===== config.mk =====
export PLATFORM = sky130hd
export DESIGN_NAME = hsd_ctrl
export DESIGN_NICKNAME = d
export VERILOG_FILES = /design/src/rtl/hsd_pkg.sv /design/src/rtl/hsd_ctrl.sv
export SDC_FILE = /design/constraint.sdc
export NUM_CORES = 1
export LEC_CHECK = 0
export BUFFER_PORTS_ARGS = -buffer_cell sky130_fd_sc_hd__buf_2
export CORE_MARGIN = 2
export CORE_UTILIZATION = 38
export DETAILED_ROUTE_END_ITERATION = 10
export GPL_ROUTABILITY_DRIVEN = 0
export PLACE_DENSITY_LB_ADDON = 0.3
export SLEW_MARGIN = 10
export SYNTH_ARGS = -nofsm -noshare
export SYNTH_HDL_FRONTEND = slang
export SYNTH_SLANG_ARGS = --single-unit

===== constraint.sdc =====
create_clock -name clk -period 1 [get_ports clk]
set_input_delay 0.15 -clock clk [delete_from_list [all_inputs] [get_ports clk]]
set_output_delay 0.15 -clock clk [all_outputs]
set_load 0.1 [all_outputs]

===== src/rtl/hsd_pkg.sv =====
package hsd_pkg;

  // operating modes of the surrounding device
  typedef enum logic [3:0] {
    HSD_MODE_NORMAL     = 4'h1,
    HSD_MODE_NORMAL_REQ = 4'h2,
    HSD_MODE_STOP       = 4'h4,
    HSD_MODE_SLEEP      = 4'h8
  } hsd_mode_e;

  // status field positions
  localparam int HSD_ST_CL1 = 0;
  localparam int HSD_ST_OL1 = 1;
  localparam int HSD_ST_CL2 = 2;
  localparam int HSD_ST_OL2 = 3;

  localparam logic [3:0] HSD_SRC_HS   = 4'h2;
  localparam logic [3:0] HSD_SRC_NONE = 4'h0;
  localparam logic [3:0] HSD_ST_ALL   = 4'hf;

  // high-side control register image
  typedef struct packed {
    logic output_two_pwm_gate;
    logic output_one_pwm_gate;
    logic output_two_enable;
    logic output_one_enable;
  } hsd_ctrl_s;

  localparam hsd_ctrl_s HSD_CTRL_RST = '0;

  // analog sense inputs per channel
  typedef struct packed {
    logic open_load;
    logic current_limit;
  } hsd_sense_s;

endpackage


===== src/rtl/hsd_ctrl.sv =====
`timescale 1ns/1ps
// How it works
// (RULE1) each output follows its own enable bit in the control register.
// (RULE2) with enable and pwm gate both set the output follows the pwm pin.
// (RULE3) overtemperature shuts both outputs off and latches an event.
// (RULE4) thermal shutdown shows as all four status flags set at once.
// (RULE5) a latched thermal event reports source code 0010.
// (RULE6) irq goes low only when the high-side mask bit is set.
// (RULE7) after thermal shutdown a control write once cool re-enables.
// (RULE8) with shutdown enabled a high-voltage event shuts both outputs.
// (RULE9) after high-voltage shutdown a control write once clear re-enables.
// (RULE10) open-load flags sit on status bits 1 and 3 and follow the sense.
// (RULE11) current-limit flags sit on status bits 0 and 2.
// (RULE12) current limiting keeps the output on and raises no interrupt.
// (RULE13) outputs may stay enabled in sleep and stop modes.
// (RULE14) interrupts only arise in normal, normal request and stop modes.
// (RULE15) the pwm pin is synchronised before gating the outputs.
module hsd_ctrl
(
  input  wire logic                clk,
  input  wire logic                rst,
  input  wire hsd_pkg::hsd_ctrl_s  high_side_control_reg,
  input  wire logic                ctrl_write,
  input  wire logic                high_side_irq_mask,
  input  wire logic                high_voltage_shutdown_enable,
  input  wire logic                isr_read,
  input  wire hsd_pkg::hsd_mode_e  mode,
  input  wire logic                pwm_input_pin,
  input  wire logic                over_temp,
  input  wire logic                high_voltage,
  input  wire hsd_pkg::hsd_sense_s sense_one,
  input  wire hsd_pkg::hsd_sense_s sense_two,
  output logic                     hs_one_on,
  output logic                     hs_two_on,
  output logic [3:0]               high_side_status_reg,
  output logic [3:0]               interrupt_source_reg,
  output logic                     irq_n
);
  import hsd_pkg::*;

  ////////////////////////////////////////////////////////////////////////
  // state and next values

  // pwm pin synchroniser
  logic       pwm_meta;
  logic       pwm_sync;
  logic       next_pwm_meta;
  logic       next_pwm_sync;

  // control register image and shutdown latches
  hsd_ctrl_s  ctrl;
  hsd_ctrl_s  next_ctrl;
  logic       ot_off;
  logic       next_ot_off;
  logic       hv_off;
  logic       next_hv_off;

  // thermal event latch
  logic       ot_latched;
  logic       next_ot_latched;
  logic       irq_mode;

  // output drive
  logic       one_pwm_ok;
  logic       two_pwm_ok;
  logic       next_one_on;
  logic       next_two_on;

  // status and interrupt report
  logic [3:0] next_status;
  logic [3:0] next_source;
  logic       next_irq_n;

  ////////////////////////////////////////////////////////////////////////
  // pwm pin synchroniser

  // the pin is asynchronous to the host, so it passes two flops
  // before it may gate an output; only the second flop is used
  always_comb begin
    next_pwm_meta = pwm_input_pin; // RULE15
    next_pwm_sync = pwm_meta;      // RULE15
  end

  // synchroniser flops
  always_ff @(posedge clk or posedge rst) begin
    if (rst) begin
      pwm_meta <= 1'b0;
      pwm_sync <= 1'b0;
    end else begin
      pwm_meta <= next_pwm_meta;
      pwm_sync <= next_pwm_sync;
    end
  end

  ////////////////////////////////////////////////////////////////////////
  // control image and shutdown latches

  // the image takes every host write, even while shut down, so the
  // host settings are already in place when the drivers come back
  always_comb begin
    next_ctrl = ctrl;
    if (ctrl_write) begin
      next_ctrl = high_side_control_reg; // RULE1
    end
    // heat wins over a write in the same cycle
    next_ot_off = ot_off;
    if (over_temp) begin
      next_ot_off = 1'b1; // RULE3
    end else if (ctrl_write) begin
      next_ot_off = 1'b0; // RULE7
    end
    // a write while the supply is still high keeps the drivers off
    next_hv_off = hv_off;
    if (high_voltage && high_voltage_shutdown_enable) begin
      next_hv_off = 1'b1; // RULE8
    end else if (ctrl_write && !high_voltage) begin
      next_hv_off = 1'b0; // RULE9
    end
  end

  // image and shutdown flops
  always_ff @(posedge clk or posedge rst) begin
    if (rst) begin
      ctrl   <= HSD_CTRL_RST;
      ot_off <= 1'b0;
      hv_off <= 1'b0;
    end else begin
      ctrl   <= next_ctrl;
      ot_off <= next_ot_off;
      hv_off <= next_hv_off;
    end
  end

  ////////////////////////////////////////////////////////////////////////
  // thermal event latch

  // only the awake modes may raise an event; entry into shutdown is
  // the event, so a long hot spell latches once
  always_comb begin
    irq_mode = (mode == HSD_MODE_NORMAL) ||
               (mode == HSD_MODE_NORMAL_REQ) ||
               (mode == HSD_MODE_STOP); // RULE14
    next_ot_latched = ot_latched;
    if (isr_read) begin
      next_ot_latched = 1'b0;
    end
    // a new event wins over a source read in the same cycle
    if (over_temp && !ot_off && high_side_irq_mask && irq_mode) begin
      next_ot_latched = 1'b1; // RULE3 RULE6
    end
  end

  // event flop
  always_ff @(posedge clk or posedge rst) begin
    if (rst) begin
      ot_latched <= 1'b0;
    end else begin
      ot_latched <= next_ot_latched;
    end
  end

  ////////////////////////////////////////////////////////////////////////
  // output drive

  // an enabled output follows the synchronised pin when gated
  always_comb begin
    one_pwm_ok  = !next_ctrl.output_one_pwm_gate || pwm_sync; // RULE2
    two_pwm_ok  = !next_ctrl.output_two_pwm_gate || pwm_sync; // RULE2
    next_one_on = next_ctrl.output_one_enable && one_pwm_ok; // RULE1
    next_two_on = next_ctrl.output_two_enable && two_pwm_ok; // RULE1
    // either shutdown overrides the enables
    if (next_ot_off || next_hv_off) begin
      next_one_on = 1'b0; // RULE3 RULE8
      next_two_on = 1'b0; // RULE3 RULE8
    end
  end
  // current limiting never turns an output off // RULE12
  // no mode gating: sleep and stop keep the outputs alive // RULE13
  // a user must know that a limited output may run hot until the
  // thermal shutdown takes it down

  // drive flops, the outputs come straight from here
  always_ff @(posedge clk or posedge rst) begin
    if (rst) begin
      hs_one_on <= 1'b0;
      hs_two_on <= 1'b0;
    end else begin
      hs_one_on <= next_one_on;
      hs_two_on <= next_two_on;
    end
  end

  ////////////////////////////////////////////////////////////////////////
  // status and interrupt report

  // live sense flags, all forced while thermally shut down
  always_comb begin
    next_status = '0;
    next_status[HSD_ST_CL1] = sense_one.current_limit; // RULE11
    next_status[HSD_ST_OL1] = sense_one.open_load;     // RULE10
    next_status[HSD_ST_CL2] = sense_two.current_limit; // RULE11
    next_status[HSD_ST_OL2] = sense_two.open_load;     // RULE10
    // all four flags together mark the thermal shutdown
    if (next_ot_off) begin
      next_status = HSD_ST_ALL; // RULE4
    end
    next_source = next_ot_latched ? HSD_SRC_HS : HSD_SRC_NONE; // RULE5
    next_irq_n  = !next_ot_latched; // RULE6 RULE12
  end

  // report flops, line idles high
  always_ff @(posedge clk or posedge rst) begin
    if (rst) begin
      high_side_status_reg <= '0;
      interrupt_source_reg <= HSD_SRC_NONE;
      irq_n                <= 1'b1;
    end else begin
      high_side_status_reg <= next_status;
      interrupt_source_reg <= next_source;
      irq_n                <= next_irq_n;
    end
  end

endmodule


==> flow_summary.ini <==
[setup_path]
crit_type = register to primary output
cp_slowest_cell = dfstp_2
startpoint_type = register
reg2reg_depth = 3
critical_path.cell_chain = buf_12
rrSetupSlack_ns = -0.01
cpLargestDelayFamily = flip-flops
end_kind = primary output
critPathMaxStageDelay_ns = 0.55
rr_startpoint = ot_off
r2r_end = irq_n
cp_max_fo = 1
cp_num_buf_inv = 1
crit_arrival_ns = 0.99
required_ns = 0.85

[route]
vias = 447
antenna_left = 0
drtPass1Iterations = 2
viasPerCell = 4.43
wl_um = 1040
met2_length_um = 523
drtIter0Drc = 1
route.detailed.drc = 0
wl_met3_um = 63
wire_per_inst_um = 10.3
highest_layer = met4
wl_met1_um = 441

[worst_hold_path]
hold_end = high_side_status_reg[1]
min_from = sense_one[1]
min_path_cells = 2
hold_class = input port to register

[yosys]
synth_area_um2 = 647
yosysWarningCount = 0
synth.distinct_cells = 17
syn_area_per_cell_um2 = 12.7
ys_ff_latch = 16
yosysSeqAreaShare_pct = 62.1
synthCells = 51

[die]
rows = 14
fp.dieW_um = 45.3
die_y_um = 45.3
io_pins = 32
start_util_pct = 41.5
die-area_um2 = 2050
core_um2 = 1560

[clock_network]
clk_pin_slew_ns = 0.08
cts_max_path_buffers = 2
numCtsBuffers = 3
cts_sinks = 16
cts_tree = done
insertion_delay_ns = 0.28
ctsHtreeMaxLevel = 1
root_buffer = clkbuf_4

[power_and_ir_drop]
switching_share_pct = 30.3
combPwrFrac_pct = 25.5
p_seq_share_pct = 50.5
p_clk_share_pct = 24.1
leakagePower_nw = 0.478
power_density_nw_per_um2 = 1440
p_int_uw = 983
vdd_drop_max_mv = 0.801
power_switching_uw = 428

[final_layout]
mostFrequentLayoutCells = buf_2, dfrtp_1, buf_12
diodes = 0
synthToLayoutAreaGrowth_pct = 51.1
fin_util_pct = 62.7
layout_commonest_cell = buf_2
n_fill_cell = 115
drive_gt1_share_pct = 55.3
fin_nets = 107

[grt]
grt_first_pass_wirelength_um = 1610
grt-ovfl-total = 0
antenna_found_initial = 0
gr-usage-all-layers_pct = 11.7
grt_pass1_vias = 443
grt_max_degree = 17

[timing]
rsz0062_at_grt = yes
hold_violations = 0
maxSlewViolCount = 0
fin_setup_tns_ns = -0.235
fmax_mhz = 874
hold_slack_ns = 0.0559
finalClockSkew_ns = 0.00555
setup_ws_ns = -0.144
period_share_pct = 114
setup_violations = 9
period_needed_ns = 1.14

[status]
status = finished, violations left
violations = setup timing

[place]
dpl.hpwl_um = 802
dp_slack_ns = -0.00937
port_buffers = 28

[flow_run]
max_cap_viol_count = 0
-- how the worst max path moves through the flow --
stage | cells after the start | from | endpoint | slack [ns]
global placement | 3 | ot_off | irq_n | 0.01
detailed placement | 3 | ot_off | irq_n | -0.009
finish | 1 | irq_n | irq_n | -0.14
CTS | 1 | irq_n | irq_n | -0.16
global route | 1 | irq_n | irq_n | -0.18
floorplan | 0 | irq_n | irq_n | 0.03
-- layer usage --
layer / GRT usage [%] / vias up
met1: 12.1 / 203
met2: 19.4 / 18
li1: - / 224
met4: 10.6 / 0
met3: 2.80 / 2
met5: 0 / -
-- cell usage after synthesis, drive strengths merged --
master / instances / area [um^2]
and3b: 2 / 17.5
dfrtp: 15 / 375
xor2: 1 / 8.76
inv: 6 / 22.5
o211ai: 2 / 15.0
mux2: 4 / 52.6
nor4bb: 1 / 10.0
nor2: 1 / 3.75
dfstp: 1 / 26.3
a21oi: 1 / 5.00
conb: 1 / 3.75
o21a: 1 / 7.51
o21ai: 4 / 20.0
buf: 5 / 41.3
nand2b: 6 / 37.5
-- area by class of cell --
cell class / count / area (um^2) / area share (%)
multi-input combinational: 26 / 196 / 20.1
inverter: 6 / 22.5 / 2.30
timing repair buffer: 33 / 303 / 31.0
clock buffer: 4 / 26.3 / 2.69
tap: 16 / 20.0 / 2.05
sequential: 16 / 409 / 41.9
-- cell families after synthesis --
kind of cell | synth area share [%]
flops | 62.1
buf+inv | 9.86
simple gates | 10.6
compound gates | 7.35
mux | 8.12
xor+xnor | 1.35
other cells | 0.580
-- per-stage QoR --
stage                     power, mW  cells  area [um^2]
final                          1.41    101          977
after global routing           1.48    101          977
after CTS                      1.42    100          962
after detailed placement       1.07     94          916
after global placement         1.07     94          916
after floorplan               0.956     53          662
-- what timing repair did --
action	CTS	global route
hold endpoints to repair	16	0
hold buffers	2	0
pin swaps	2	2
endpoints found under the setup margin	12	12
setup buffers	0	1
resized for setup	1	3
-- power by group through the flow --
stage,clock [mW],combinational (mW),sequential (mW)
after detailed placement,0,0.347,0.726
after floorplan,0,0.144,0.812
after CTS,0.358,0.353,0.713
final,0.340,0.359,0.712
after global placement,0,0.343,0.724
after global routing,0.386,0.378,0.716
Power figures use the tool's default switching activity.
